<file path="src/pll_defs.svh">
// Register offsets, field positions, reset values and timing counts of the loop configuration
`ifndef PLL_DEFS_SVH
`define PLL_DEFS_SVH

// Register offsets
`define LOOP_FILTER_CONFIG_ADDR  8'h8F
`define LOOP_CONTROL_ADDR        8'h8B
`define INT_OSC_CONTROL_ADDR     8'h8A
`define PREDIV_ADDR              8'h8C
`define MULTIPLIER_ADDR          8'h8D

// Field positions
`define REF_SOURCE_BIT           2
`define LOCK_FLAG_BIT            5
`define INT_OSC_DIV_LSB          0
`define INT_OSC_DIV_MSB          1
`define PREDIV_MSB               4
`define FILTER_FIELD_MSB         3
`define RANGE_FIELD_LSB          4
`define RANGE_FIELD_MSB          5

// Reset values
`define LOOP_FILTER_CONFIG_RST   8'h31
`define LOOP_CONTROL_RST         8'h00
`define INT_OSC_CONTROL_RST      8'h00
`define PREDIV_RST               8'h01
`define MULTIPLIER_RST           8'h01
`define READ_ZERO                8'h00

// Timing: settle time after raw lock before the flag rises
`define LOCK_SETTLE_NS           1000
`define CLK_PERIOD_NS            10
`define LOCK_SETTLE_CYCLES       ((`LOCK_SETTLE_NS + `CLK_PERIOD_NS - 1) / `CLK_PERIOD_NS)

`endif

</file>
<file path="src/pll_pkg.sv">
// Types shared by the loop configuration block
package pll_pkg;

  // Lock monitor states
  typedef enum logic [1:0] {
    UNLOCKED,
    SETTLING,
    LOCKED
  } lock_state_t;

  typedef logic [7:0] sfr_byte_t;

endpackage

</file>
<file path="src/pll_lock_if.sv">
// Carrier between the configuration registers and the lock monitor
`timescale 1ns/1ps
interface pll_lock_if;
  logic cfgChange;   // Pulse: source changed, or pre-divider or multiplier written
  logic rawLock;     // Synchronised lock level from the analog loop
  logic lockFlag;    // Settled lock status

  modport config_side  (output cfgChange, output rawLock, input lockFlag);
  modport monitor_side (input cfgChange, input rawLock, output lockFlag);
endinterface

</file>
<file path="src/pll_clock_multiplier_config.sv">
// Loop configuration registers, reference selection and pre-division
// Functional notes
// - Source bit picks internal or external
// - Internal divide factor feeds loop only when internal source is selected
// - Reference divided by five-bit pre-divider
// - Loop multiplies by multiplier register value
// - Lock flag rises when loop is stable
`timescale 1ns/1ps
`include "pll_defs.svh"
module pll_clock_multiplier_config
(
  input  wire logic       clk,
  input  wire logic       reset,
  input  wire logic [7:0] sfrAddr,
  input  wire logic       sfrWrite,
  input  wire logic [7:0] sfrWdata,
  input  wire logic       sfrRead,
  output logic      [7:0] sfrRdata,
  input  wire logic       intOscClkIn,
  input  wire logic       extOscClkIn,
  input  wire logic       loopLockIn,
  output logic            refSourceSelect,
  output logic      [4:0] predivValue,
  output logic      [7:0] multiplierValue,
  output logic      [1:0] oscRangeField,
  output logic      [3:0] loopFilterField,
  output logic            divRefTick,
  output logic            lockFlag
);

  pll_lock_if lockBus ();

  logic [2:0] syncA;             // First synchroniser stage
  logic [2:0] syncB;             // Second stage, the only one logic reads
  logic [1:0] edgeHist;          // Previous clock levels for edge detection
  logic [7:0] loopControl;       // Source select held here
  logic [7:0] next_loopControl;
  logic [7:0] intOscControl;     // Internal oscillator divide field
  logic [7:0] next_intOscControl;
  logic [7:0] predivReg;
  logic [7:0] next_predivReg;
  logic [7:0] multiplierReg;
  logic [7:0] next_multiplierReg;
  logic [7:0] filterConfig;
  logic [7:0] next_filterConfig;
  logic [7:0] next_sfrRdata;
  logic [2:0] intDivCount;       // Internal oscillator divide counter
  logic [2:0] next_intDivCount;
  logic [4:0] predivCount;       // Pre-divider counter
  logic [4:0] next_predivCount;
  logic       next_divRefTick;
  logic       cfgChange;         // Registered change pulse to the monitor
  logic       next_cfgChange;
  logic       intEdge;
  logic       extEdge;
  logic       refEdge;
  logic       intTick;

  // Register address match, used by both write and read paths
  function automatic logic hits(input logic [7:0] addr, input logic [7:0] target);
    hits = (addr == target);
  endfunction

  // Pins come from other domains: two flops before anything reads them
  always_ff @(posedge clk or posedge reset)
  begin
    if (reset)
    begin
      syncA    <= 3'h0;
      syncB    <= 3'h0;
      edgeHist <= 2'h0;
    end
    else
    begin
      syncA    <= {loopLockIn, extOscClkIn, intOscClkIn};
      syncB    <= syncA;
      edgeHist <= syncB[1:0];
    end
  end

  // Rising edges of the sampled oscillators; they must run below clk/2
  assign intEdge = syncB[0] & ~edgeHist[0];
  assign extEdge = syncB[1] & ~edgeHist[1];
  // Internal path: divide by 2 to the power of the divide field
  assign intTick = intEdge &
                   (intDivCount == 3'((1 << intOscControl[`INT_OSC_DIV_MSB:`INT_OSC_DIV_LSB]) - 1));
  assign refEdge = loopControl[`REF_SOURCE_BIT] ? extEdge : intTick;

  // Register write next values
  always_comb
  begin
    next_loopControl   = loopControl;
    next_intOscControl = intOscControl;
    next_predivReg     = predivReg;
    next_multiplierReg = multiplierReg;
    next_filterConfig  = filterConfig;
    next_cfgChange     = 1'b0;
    if (sfrWrite)
    begin
      if (hits(sfrAddr, `LOOP_CONTROL_ADDR))
      begin
        next_loopControl = 8'h00;
        next_loopControl[`REF_SOURCE_BIT] = sfrWdata[`REF_SOURCE_BIT];
        next_cfgChange = sfrWdata[`REF_SOURCE_BIT] != loopControl[`REF_SOURCE_BIT];
      end
      if (hits(sfrAddr, `INT_OSC_CONTROL_ADDR))
        next_intOscControl = {6'h00, sfrWdata[`INT_OSC_DIV_MSB:`INT_OSC_DIV_LSB]};
      if (hits(sfrAddr, `PREDIV_ADDR))
      begin
        next_predivReg = {3'h0, sfrWdata[`PREDIV_MSB:0]};
        next_cfgChange = 1'b1;
      end
      if (hits(sfrAddr, `MULTIPLIER_ADDR))
      begin
        next_multiplierReg = sfrWdata;
        next_cfgChange     = 1'b1;
      end
      // Top two bits are not stored, so they always read zero
      if (hits(sfrAddr, `LOOP_FILTER_CONFIG_ADDR))
        next_filterConfig = {2'h0, sfrWdata[`RANGE_FIELD_MSB:0]};
    end
  end

  // Read data: captured when sfrRead is high, unmapped reads give zero
  always_comb
  begin
    next_sfrRdata = sfrRdata;
    if (sfrRead)
    begin
      next_sfrRdata = `READ_ZERO;
      if (hits(sfrAddr, `LOOP_CONTROL_ADDR))
      begin
        next_sfrRdata = loopControl;
        next_sfrRdata[`LOCK_FLAG_BIT] = lockBus.lockFlag;
      end
      if (hits(sfrAddr, `INT_OSC_CONTROL_ADDR))
        next_sfrRdata = intOscControl;
      if (hits(sfrAddr, `PREDIV_ADDR))
        next_sfrRdata = predivReg;
      if (hits(sfrAddr, `MULTIPLIER_ADDR))
        next_sfrRdata = multiplierReg;
      if (hits(sfrAddr, `LOOP_FILTER_CONFIG_ADDR))
        next_sfrRdata = filterConfig;
    end
  end

  // Reference divider counters; restarted by a change so phase is clean
  always_comb
  begin
    next_intDivCount = intDivCount;
    next_predivCount = predivCount;
    next_divRefTick  = 1'b0;
    if (intEdge)
      next_intDivCount = intTick ? 3'h0 : intDivCount + 3'h1;
    // A pre-divider of zero wraps to 31 below and so divides by 32
    if (refEdge)
    begin
      if (predivCount == predivReg[`PREDIV_MSB:0] - 5'h01)
      begin
        next_predivCount = 5'h00;
        next_divRefTick  = 1'b1;
      end
      else
        next_predivCount = predivCount + 5'h01;
    end
    if (cfgChange)
    begin
      next_intDivCount = 3'h0;
      next_predivCount = 5'h00;
    end
  end

  // All registers of the block except the synchroniser and edge-history flops
  always_ff @(posedge clk or posedge reset)
  begin
    if (reset)
    begin
      loopControl   <= `LOOP_CONTROL_RST;
      intOscControl <= `INT_OSC_CONTROL_RST;
      predivReg     <= `PREDIV_RST;
      multiplierReg <= `MULTIPLIER_RST;
      filterConfig  <= `LOOP_FILTER_CONFIG_RST;
      sfrRdata      <= `READ_ZERO;
      cfgChange     <= 1'b0;
      intDivCount   <= 3'h0;
      predivCount   <= 5'h00;
      divRefTick    <= 1'b0;
    end
    else
    begin
      loopControl   <= next_loopControl;
      intOscControl <= next_intOscControl;
      predivReg     <= next_predivReg;
      multiplierReg <= next_multiplierReg;
      filterConfig  <= next_filterConfig;
      sfrRdata      <= next_sfrRdata;
      cfgChange     <= next_cfgChange;
      intDivCount   <= next_intDivCount;
      predivCount   <= next_predivCount;
      divRefTick    <= next_divRefTick;
    end
  end

  // Field outputs to the analog loop
  assign refSourceSelect = loopControl[`REF_SOURCE_BIT];
  assign predivValue     = predivReg[`PREDIV_MSB:0];
  assign multiplierValue = multiplierReg;
  assign oscRangeField   = filterConfig[`RANGE_FIELD_MSB:`RANGE_FIELD_LSB];
  assign loopFilterField = filterConfig[`FILTER_FIELD_MSB:0];
  assign lockFlag        = lockBus.lockFlag;
  assign lockBus.cfgChange = cfgChange;
  assign lockBus.rawLock   = syncB[2];

  pll_lock_monitor lockMon
  (
    .clk     (clk),
    .reset   (reset),
    .lockBus (lockBus.monitor_side)
  );
endmodule

</file>
<file path="src/pll_lock_monitor.sv">
// Lock monitor: qualifies the analog lock level into a settled lock flag
`timescale 1ns/1ps
`include "pll_defs.svh"
module pll_lock_monitor
(
  input  wire logic        clk,
  input  wire logic        reset,
  pll_lock_if.monitor_side lockBus
);

  localparam int SETTLE = `LOCK_SETTLE_CYCLES;

  pll_pkg::lock_state_t state;        // Current monitor state
  pll_pkg::lock_state_t next_state;
  logic [7:0]           settleCount;  // Cycles of steady raw lock
  logic [7:0]           next_settleCount;
  logic                 lockFlag;
  logic                 next_lockFlag;

  // Next state: any config change restarts acquisition, and wins over a
  // lock that arrives the same cycle so stale lock is never reported
  always_comb
  begin
    next_state       = state;
    next_settleCount = settleCount;
    next_lockFlag    = 1'b0;
    if (lockBus.cfgChange)
    begin
      next_state       = pll_pkg::UNLOCKED;
      next_settleCount = 8'h00;
    end
    else
    begin
      unique case (state)
        pll_pkg::UNLOCKED:
        begin
          next_settleCount = 8'h00;
          if (lockBus.rawLock)
            next_state = pll_pkg::SETTLING;
        end
        pll_pkg::SETTLING:
        begin
          // Any dropout restarts the settle time
          if (!lockBus.rawLock)
            next_state = pll_pkg::UNLOCKED;
          else if (settleCount == 8'(SETTLE - 1))
            next_state = pll_pkg::LOCKED;
          else
            next_settleCount = settleCount + 8'h01;
        end
        pll_pkg::LOCKED:
        begin
          if (!lockBus.rawLock)
            next_state = pll_pkg::UNLOCKED;
        end
        default:
          next_state = pll_pkg::UNLOCKED;
      endcase
    end
    next_lockFlag = (next_state == pll_pkg::LOCKED);
  end

  // State registers
  always_ff @(posedge clk or posedge reset)
  begin
    if (reset)
    begin
      state       <= pll_pkg::UNLOCKED;
      settleCount <= 8'h00;
      lockFlag    <= 1'b0;
    end
    else
    begin
      state       <= next_state;
      settleCount <= next_settleCount;
      lockFlag    <= next_lockFlag;
    end
  end

  assign lockBus.lockFlag = lockFlag;

endmodule

</file>
<file path="config.mk">
export PLATFORM = sky130hd
export DESIGN_NAME = pll_clock_multiplier_config
export DESIGN_NICKNAME = d
export VERILOG_FILES = /design/src/pll_pkg.sv /design/src/pll_lock_if.sv /design/src/pll_clock_multiplier_config.sv /design/src/pll_lock_monitor.sv
export VERILOG_INCLUDE_DIRS = /design/src
export SDC_FILE = /design/constraint.sdc
export NUM_CORES = 1
export LEC_CHECK = 0
export BUFFER_PORTS_ARGS = -buffer_cell sky130_fd_sc_hd__buf_2
export CAP_MARGIN = 20
export CORE_ASPECT_RATIO = 0.7
export CORE_UTILIZATION = 55
export DETAILED_ROUTE_END_ITERATION = 8
export PLACE_DENSITY = 0.84
export SLEW_MARGIN = 25
export SYNTH_ARGS = -nofsm -noshare
export SYNTH_HDL_FRONTEND = slang
export SYNTH_SLANG_ARGS = --single-unit
</file>
<file path="constraint.sdc">
create_clock -name clk -period 2.2 [get_ports clk]
set_input_delay 0.33 -clock clk [delete_from_list [all_inputs] [get_ports clk]]
set_output_delay 0.33 -clock clk [all_outputs]
set_load 0.02 [all_outputs]
</file>
-- Yosys cells after proc, flatten, opt, wreduce, memory -nomap -nowiden
Index checks and enable logic that the tools add are counted.
- input port bits: 23
- RAM bits: 0
- flip-flop bits (word level): 59
- bits in latches: 0
- memories: 0
- word-level logic and storage cells: 79
- memory bits (read-only): 0
- output and inout bits: 30
- add/sub/neg operators: 5
- bitwise logic cells: 5
- muxes and demuxes: 28
- divide/modulo/power cells: 0
- $mul: 0
- order comparisons: 0
- equal/unequal tests: 14
- shifts and indexed selects: 1
- reduce and logical (&&, ||, !) cells: 10
- operators with widths (operator ; count):
    8-bit two-way mux ; 7
    8-bit equality test (second input constant) ; 5
    8-bit case mux with 2 select lines ; 1
    5-bit two-way mux ; 3
    2-bit two-way mux ; 5
    2-bit AND reduction ; 5
    3-bit two-way mux ; 3
    8-bit by 1-bit adder with 8-bit output (second input constant) ; 1
    8-bit by 7-bit equality test with 1-bit output (second input constant) ; 1
    1-bit two-way mux ; 7
    6-bit two-way mux ; 1
    3-bit inequality test (second input constant) ; 2
    2-bit case mux with 3 select lines ; 1
    5-bit by 1-bit adder with 5-bit output (second input constant) ; 1
    5-bit equality test ; 1
    5-bit by 1-bit subtractor with 5-bit output (second input constant) ; 1
    2-bit equality test (second input constant) ; 2
    2-bit nonzero test ; 2
    3-bit by 1-bit adder with 3-bit output (second input constant) ; 1
    1-bit AND ; 3
    3-bit equality test ; 1
    3-bit AND reduction ; 1
    3-bit nonzero test ; 1
    1-bit by 2-bit << shifter with 3-bit output (first input constant) ; 1
    5 further kinds ; 6

-- Depth between registers and ports, before layout
Gate-level depths: netlist of run 1.
- word-level depth: 7
- gate-level depth with buffers: 7
- depth with buffers taken out: 7

-- Cells and area by module
From an unflattened synthesis of run 1, not the netlist that was laid out.
- cell total of the unflattened synthesis: 273
- area total of the unflattened synthesis: 3001.6 sq um
- by module, submodules not included (module ; sequential area each (sq um) ; instances ; cells each ; area an instance (sq um)):
    pll_clock_multiplier_config ; 1207.4 ; 1 ; 205 ; 2318.5
    pll_lock_monitor ; 275.3 ; 1 ; 68 ; 683.2

-- Least setup slack after synthesis of run 1
No wires, ideal clock.
- path kind: flip-flop to flip-flop
- from: register predivReg[0]
- to: register predivCount[4]
- path slack: 144 ps
- stages on the path, launching flop included: 8
- arrival: 1921 ps
- setup time: 135 ps
- data required time: 2065 ps
- clock period less this slack: 2056 ps
- cell sequence: dfstp_2 > inv_1 > ha_1 > xnor2_1 > a211oi_1 > o311ai_4 > a32oi_1 > o41ai_2
- longest elaborated chain between the ends: 5
- RTL lines (what ; RTL line ; RTL):
    from (decl) ; pll_clock_multiplier_config.sv:40 ; logic [7:0] predivReg;
    from (signal assigned) ; pll_clock_multiplier_config.sv:180 ; predivReg <= `PREDIV_RST;
    from (signal assigned) ; pll_clock_multiplier_config.sv:193 ; predivReg <= next_predivReg;
    5-bit by 1-bit subtractor with 5-bit output ; pll_clock_multiplier_config.sv:158 ; if (predivCount == predivReg[`PREDIV_MSB:0] - 5'h01)
    5-bit equality test ; pll_clock_multiplier_config.sv:158 ;
    5-bit two-way mux ; pll_clock_multiplier_config.sv:158 ;
    5-bit two-way mux ; pll_clock_multiplier_config.sv:156 ; if (refEdge)
    5-bit two-way mux ; pll_clock_multiplier_config.sv:166 ; if (cfgChange)
    to (signal assigned) ; pll_clock_multiplier_config.sv:199 ; predivCount <= next_predivCount;
    to (decl) ; pll_clock_multiplier_config.sv:49 ; logic [4:0] predivCount;
Every way passes these cells. The select of a mux whose other input is x is not followed.
A chain may end at the register's enable or synchronous reset.

-- Final worst setup path of run 1
Ends and elaborated chain as after synthesis.

==> summary.txt, run 1 <==
Clocking
  – Root buffer cell: clkbuf_8
  – Cts repair resizes: 0
  – Clock sinks: 59
  – CTS tree: yes
  – Post-CTS setup buffers: 0
  – H-tree levels: 3
  – Num CTS Buffers: 9
  – CTS max path bufs: 2
  – Clock Pin Slew Worst Setup and Hold Paths: 0.07 ns
  – Hold Buf Count CTS: 0
  – Clk_lat worst skew: between 0.3 and 0.4 ns

Layout
  – Multi-input combinational cell area: 0.001424 mm²
  – Commonest non-fill, non-tap cell in the layout: dfrtp_1
  – Reg area: about 0.0015 mm²
  – Layout cell share with drive strength beyond 1: 36.53%
  – Layout area overhead: 19.51%
  – Layout fillers: 395
  – Most frequent cells in the layout: dfrtp_1, buf_2, nor2_1
  – Final nets: 356
  – Antenna fix cells: 0

Synth
  – Post-synth top area share: 45.11%
  – Yosys warnings: 0
  – Unique masters post-synth: 57
  – Yosys top cell by area: dfrtp_1
  – Mapped Nets: 295
  – Synthesized area per cell: about 11 µm²
  – Syn Inst Count: 268
  – FF+latch count, synth: 59
  – Async S/R FF share, synth: 100.0%
  – Ys flop type: dfrtp_1
  – EDFF count, synth: 0
  – Netlist Area Pre-Place: 0.002995 mm²
  – Register area share after synthesis: approximately 50%
  – Largest cells by area after synthesis: dfrtp_1, mux2_4, dfstp_2

GRT
  – First-pass GRT wire length: 10620 µm
  – GRT Util Overall: 24.57%
  – GR Overflow Total: 0
  – Initial antenna violation count: 0
  – Vias in the first global route: 2115
  – Largest net degree at the start of global routing: 60

Placed design
  – Gp weighted congestion: 0.8439
  – DP HPWL: around 4700 µm
  – Buffers on Ports: 52

Critical path
  – Maximum fanout along the worst path: 7
  – Crit path launch type: register
  – Worst Setup End Kind: register
  – WP data required: about 2.4 ns
  – Worst EP arrival: 2.30 ns
  – Setup CP Type: register to register

Routing
  – Drt initial violations: around 170
  – Drt first pass iters: 4
  – Routed len/inst: ~16 µm
  – Total number of vias: 2330
  – Number of remaining DRC errors: 0
  – Total wire length: 6380 µm
  – Post-DRT Antenna Nets: 0
  – Vias per Instance: 5.739

Timing
  – Slew Limit Fails: 0
  – Setup Viol. Count Final: 0
  – Max Fclk: 0.4815 GHz
  – Rel. slew slack: 73.25%
  – Worst slew pin tran: 0.3997 ns
  – Final hold vios: 0
  – Minimum clock period: about 2.1 ns
  – Worst Skew: 0.005350 ns
  – Post-route setup TNS: 0 ns
  – Unrepaired setup endpoints after global routing: no
  – Fin crit share: 94.40%

Pwr
  – Leak: 1.682 nW
  – Total power: 2.752 mW
  – Pwr dens: 768.8 mW/mm²
  – Peak VDD IR: 487.1 µV

Floorplan
  – Core area: about 0.0052 mm²
  – Row cnt: 22
  – Initial core utilization: 57.27%
  – IO Count: 53
  – Chip Width: 90.21 µm
  – Die Ht: 63.75 µm
  – Die footprint: between 0.005 and 0.006 mm²

Flow run
  – Maxcap violations: 0

Min path
  – Hold WC Path Type: input pin to async pin

Run status
  – Run status: finished, final reports clean
-- synth_stat cells (2+ instances only) --
| cell type | instances |
|---|---|
| xnor2_1 | 6 |
| o21ai_0 | 14 |
| and3_1 | 5 |
| o32ai_1 | 4 |
| nor3b_1 | 2 |
| a22oi_1 | 6 |
| mux2_4 | 14 |
| inv_1 | 15 |
| nand3_2 | 2 |
| nand4_1 | 4 |
| nand4b_1 | 2 |
| nor2b_1 | 2 |
| o21ai_1 | 2 |
| xor2_1 | 5 |
| buf_2 | 2 |
| o31ai_2 | 2 |
| o31ai_1 | 3 |
| nor3_1 | 8 |
| dfrtp_1 | 54 |
| nand3_1 | 11 |
| a31oi_1 | 3 |
| dfstp_2 | 5 |
| o22ai_1 | 2 |
| nor2_4 | 2 |
| a21oi_1 | 4 |
| clkbuf_1 | 4 |
| mux2_2 | 11 |
| nor2_1 | 20 |
| ha_1 | 4 |
| nand2_1 | 19 |
| nand2b_1 | 2 |
| nand2_2 | 2 |
| nand3b_1 | 3 |
-- metal layers --
| layer | up-vias | share of wire [%] | global-route usage [%] |
|---|---|---|---|
| met5 | - | 0 | 0 |
| met4 | 0 | 1.1 | 7.258 |
| met3 | 10 | 5.6 | 7.143 |
| met2 | 81 | 45 | 35.88 |
| met1 | 1143 | 48 | 35.61 |
| li1 | 1096 | - | - |
-- cells by family (layout without fill, tap and decap cells) --
| group | count (synthesis) | after routing | synth area share [%] |
|---|---|---|---|
| fa+ha+maj | 4 | 4 | 1.671 |
| flops | 59 | 59 | 49.50 |
| compound gates | 52 | 52 | 13.62 |
| buf+inv | 22 | 88 | 2.966 |
| mux | 26 | 26 | 11.49 |
| simple gates | 94 | 94 | 17.54 |
| xor+xnor | 11 | 11 | 3.216 |
-- area by class of cell --
cell class                      count  area share (%)
Tap cell                           72           2.517
Sequential cell                    59           41.42
Timing Repair Buffer               57           8.668
Multi-Input combinational cell    187           39.78
Clock buffer                        9           3.460
Inverter                           15           1.573
Clock inverter                      7           2.587
-- per-stage QoR --
stage / instances / util [%] / instance area (µm²) / hold WS, ns / setup WS [ns]
after floorplan: 268 / - / 2995 / 0.3312 / 0.1443
after global placement: 390 / 64.31 / 3363 / 0.3320 / 0.2359
after detailed placement: 390 / 64.31 / 3363 / 0.3347 / 0.1389
after CTS: 406 / 68.45 / 3580 / 0.03490 / 0.1391
after global routing: 406 / 68.45 / 3580 / 0.02989 / 0.07822
final: 406 / 68.45 / 3580 / 0.03503 / 0.1232
-- path summary, 6_finish.rpt --
| check | start | to | slack, ns | depth (start not counted) |
|---|---|---|---|---|
| max in group asynchronous | reset | multiplierValue[0] | 1.87 | 3 |
| max | predivReg[0] | predivCount[4] | 0.12 | 7 |
| min reg2reg | syncA[2] | syncB[2] | 0.35 | 0 |
| min in group clk | intOscClkIn | syncA[0] | 0.10 | 1 |
| min | reset | syncA[2] | 0.04 | 3 |
| max reg2reg | predivReg[0] | predivCount[4] | 0.12 | 7 |
-- registers in the layout, summed over array words and instances, names as in the netlist --
| name | count |
|---|---|
| lockMon.settleCount | 8 |
| intOscControl | 2 |
| syncA | 3 |
| lockMon.lockBus.lockFlag | 1 |
| cfgChange | 1 |
| syncB | 3 |
| multiplierValue | 8 |
| predivCount | 5 |
| divRefTick | 1 |
| edgeHist | 2 |
| sfrRdata | 8 |
| intDivCount | 3 |
| lockMon.state | 2 |
| loopControl | 1 |
| filterConfig | 6 |
| predivReg | 5 |
-- worst max-delay path, stage by stage, from the launching register on --
cell      delay, ns
dfstp_2        0.53
inv_1          0.05
ha_1           0.31
xnor2_1        0.13
a211oi_1       0.38
o311ai_4       0.22
a32oi_1        0.23
o41ai_2        0.10
-- power by group --
group	internal [mW]	leakage, nW	switching [mW]	total [mW]
clock network	0.632	0.101	0.434	1.07
registers	1.16	0.755	0.0877	1.25
logic	0.193	0.826	0.242	0.435
(Power assumes the default switching activity.)
==> inputs of run 2 (changes only) <==
Clock period 2.2 ns to 2.12 ns, I/O delays scaled along.
==> run 2 against run 1 <==
- clock skew up 0.0011 ns
- core utilization up 0.12 points
- final area up 0.17%
- critical path depth unchanged
- non-clock buffer count down 1
- sequential power up 4%
- worst hold slack worse by 0.015 ns
- power up 4.6%
- sequential share of layout area down 0.072 points
- cell count down 0.25%
- sequential cell count unchanged
- highest routed layer unchanged
==> summary.txt, run 2 (synthesis gave the netlist of run 1 again) <==
Run status
  – Run status: finished, final reports clean

Clocking
  – Clock sinks: 59 (unchanged)
  – Hold Buf Count CTS: 0 (unchanged)
  – H-tree levels: 3 (unchanged)
  – CTS tree: yes
  – Clock Pin Slew Worst Setup and Hold Paths: 0.07 ns (about the same)
  – Clk_lat worst skew: 0.34 ns (about the same)
  – Num CTS Buffers: 9 (unchanged)
  – Root buffer cell: clkbuf_8
  – Post-CTS setup buffers: 0 (unchanged)
  – CTS max path bufs: 2 (unchanged)

Layout
  – Commonest non-fill, non-tap cell in the layout: dfrtp_1
  – Layout cell share with drive strength beyond 1: 36.64% (+0.11 points)
  – Most frequent cells in the layout: dfrtp_1, buf_2, nor2_1
  – Layout area overhead: 19.72%
  – Final Cell Area: 0.003586 mm² (+0.17%)
  – Antenna fix cells: 0 (unchanged)
  – Final nets: 355 (-0.28%)

GRT
  – Largest net degree at the start of global routing: 60 (unchanged)
  – First-pass GRT wire length: 10690 µm (+0.65%)
  – Initial antenna violation count: 0 (unchanged)
  – Vias in the first global route: 2161 (+2.2%)
  – GR Overflow Total: 0 (unchanged)
  – GRT Util Overall: 24.57% (unchanged)

Placed design
  – DP HPWL: 4705 µm (+0.23%)
  – Gp weighted congestion: 0.8870 (+5.1%)
  – Buffers on Ports: 52 (unchanged)
  – Dpl cell area: 0.003356 mm² (-0.22%)

Critical path
  – Crit path launch type: register
  – Largest delay contributor family on the critical path: compound AO/OA/AOI/OAI gates
  – Buf/Inv on CP: 1 (unchanged)
  – R2R Path End: predivCount[4]
  – Reg-to-Reg Start: predivReg[0]
  – R2R Setup Slk: 0.15 ns (+0.03 ns)
  – Maximum fanout along the worst path: 7 (unchanged)
  – Crit-path slowest cell: dfstp_2
  – Worst path max stage delay: 0.53 ns (about the same)
  – Setup CP Type: register to register
  – CP Cell Sequence: inv_1 -> ha_1 -> xnor2_1 -> a211oi_2 -> o311ai_4 -> a32oi_1 -> o41ai_2
  – Worst EP arrival: 2.18 ns (-0.12 ns)
  – R2R depth: 7 (unchanged)
  – Worst Setup End Kind: register
  – WP data required: 2.34 ns (-0.08 ns)

Routing
  – Drt first pass iters: 4 (unchanged)
  – Total wire length: 6423 µm (+0.67%)
  – Post-DRT Antenna Nets: 0 (unchanged)
  – Number of remaining DRC errors: 0 (unchanged)
  – Total number of vias: 2287 (-1.8%)
  – Drt initial violations: 231 (+38%)
  – Vias per Instance: 5.647 (-1.6%)
  – Routed len/inst: 15.86 µm (+0.92%)

Floorplan
  – Die footprint: 0.005750 mm² (unchanged)
  – Initial core utilization: 57.27% (unchanged)
  – Row cnt: 22 (unchanged)
  – Die Ht: 63.75 µm (unchanged)
  – Chip Width: 90.21 µm (unchanged)
  – IO Count: 53 (unchanged)
  – Core area: 0.005230 mm² (unchanged)

Pwr
  – Leak: 1.683 nW (about the same)
  – Peak VDD IR: 615.1 µV (+26%)
  – Pwr dens: 803.1 mW/mm² (+4.5%)

Timing
  – Minimum clock period: 1.965 ns (-0.1114 ns)
  – Setup Viol. Count Final: 0 (unchanged)
  – Unrepaired setup endpoints after global routing: no
  – Final hold vios: 0 (unchanged)
  – Post-route setup TNS: 0 ns (unchanged)
  – Max Fclk: 0.5088 GHz (+5.7%)
  – Fin crit share: 92.71% (-1.7 points)
  – Slew Limit Fails: 0 (unchanged)
  – Worst slew pin tran: 0.4041 ns (+0.004394 ns)
  – Worst Skew: 0.006462 ns (+0.001112 ns)
  – Rel. slew slack: 72.36% (-0.89 points)

Flow run
  – Maxcap violations: 0 (unchanged)

Min path
  – Hold WC Path Type: input pin to async pin
-- run 2: worst min-delay path, cell delays in order --
cell    delay [ns]
buf_2         0.10
inv_2         0.06
buf_12        0.27
-- run 2: worst max path at each step --
stage / start / endpoint / slack (ns) / depth (start not counted)
after floorplan: predivReg[0] / predivCount[4] / 0.06 / 7
after global routing: predivReg[0] / predivCount[4] / 0.04 / 7
after global placement: predivReg[0] / predivCount[4] / 0.15 / 7
final: predivReg[0] / predivCount[4] / 0.15 / 7
after detailed placement: predivReg[0] / predivCount[4] / 0.008 / 7
after CTS: predivReg[0] / predivCount[4] / 0.003 / 7
-- run 2: layout make-up --
class	instances	area [µm²]
Clock buffer	9	123.9
Sequential cell	59	1483
Tap cell	72	90.09
Clock inverter	7	101.3
Inverter	15	56.30
Timing Repair Buffer	56	302.8
Multi-Input combinational cell	187	1429
Fill cell	393	1644
-- run 2: stage by stage --
| step | power (mW) | utilization [%] | hold WS (ns) | instances | setup slack, ns |
|---|---|---|---|---|---|
| final | 2.880 | 68.56 | 0.01959 | 405 | 0.1546 |
| after global routing | 3.025 | 68.56 | 0.03357 | 405 | 0.04132 |
| after CTS | 2.899 | 68.47 | 0.02333 | 405 | 0.002657 |
| after detailed placement | 1.760 | 64.16 | 0.3347 | 389 | 0.007944 |
| after global placement | 1.738 | 64.16 | 0.3315 | 389 | 0.1526 |
| after floorplan | 1.630 | - | 0.3312 | 268 | 0.06425 |
-- run 2: where the power goes --
group	switching [mW]	internal (mW)	leakage [nW]
Combinational	0.248	0.200	0.823
Clock	0.465	0.668	0.106
Sequential	0.0913	1.21	0.755
-- run 2: timing repair --
action                                  in CTS  in global routing
gates resized for setup                      0                  1
endpoints found under the hold margin        0                  0
endpoints found under the setup margin       0                  2
-- run 2: metal layers --
layer | routed length, µm | GRT usage, % | vias up
met2 | 2817 | 33.87 | 73
li1 | - | - | 1099
met4 | 99 | 7.460 | 0
met3 | 406 | 9.405 | 11
met5 | 0 | 0 | -
met1 | 3100 | 35.69 | 1104
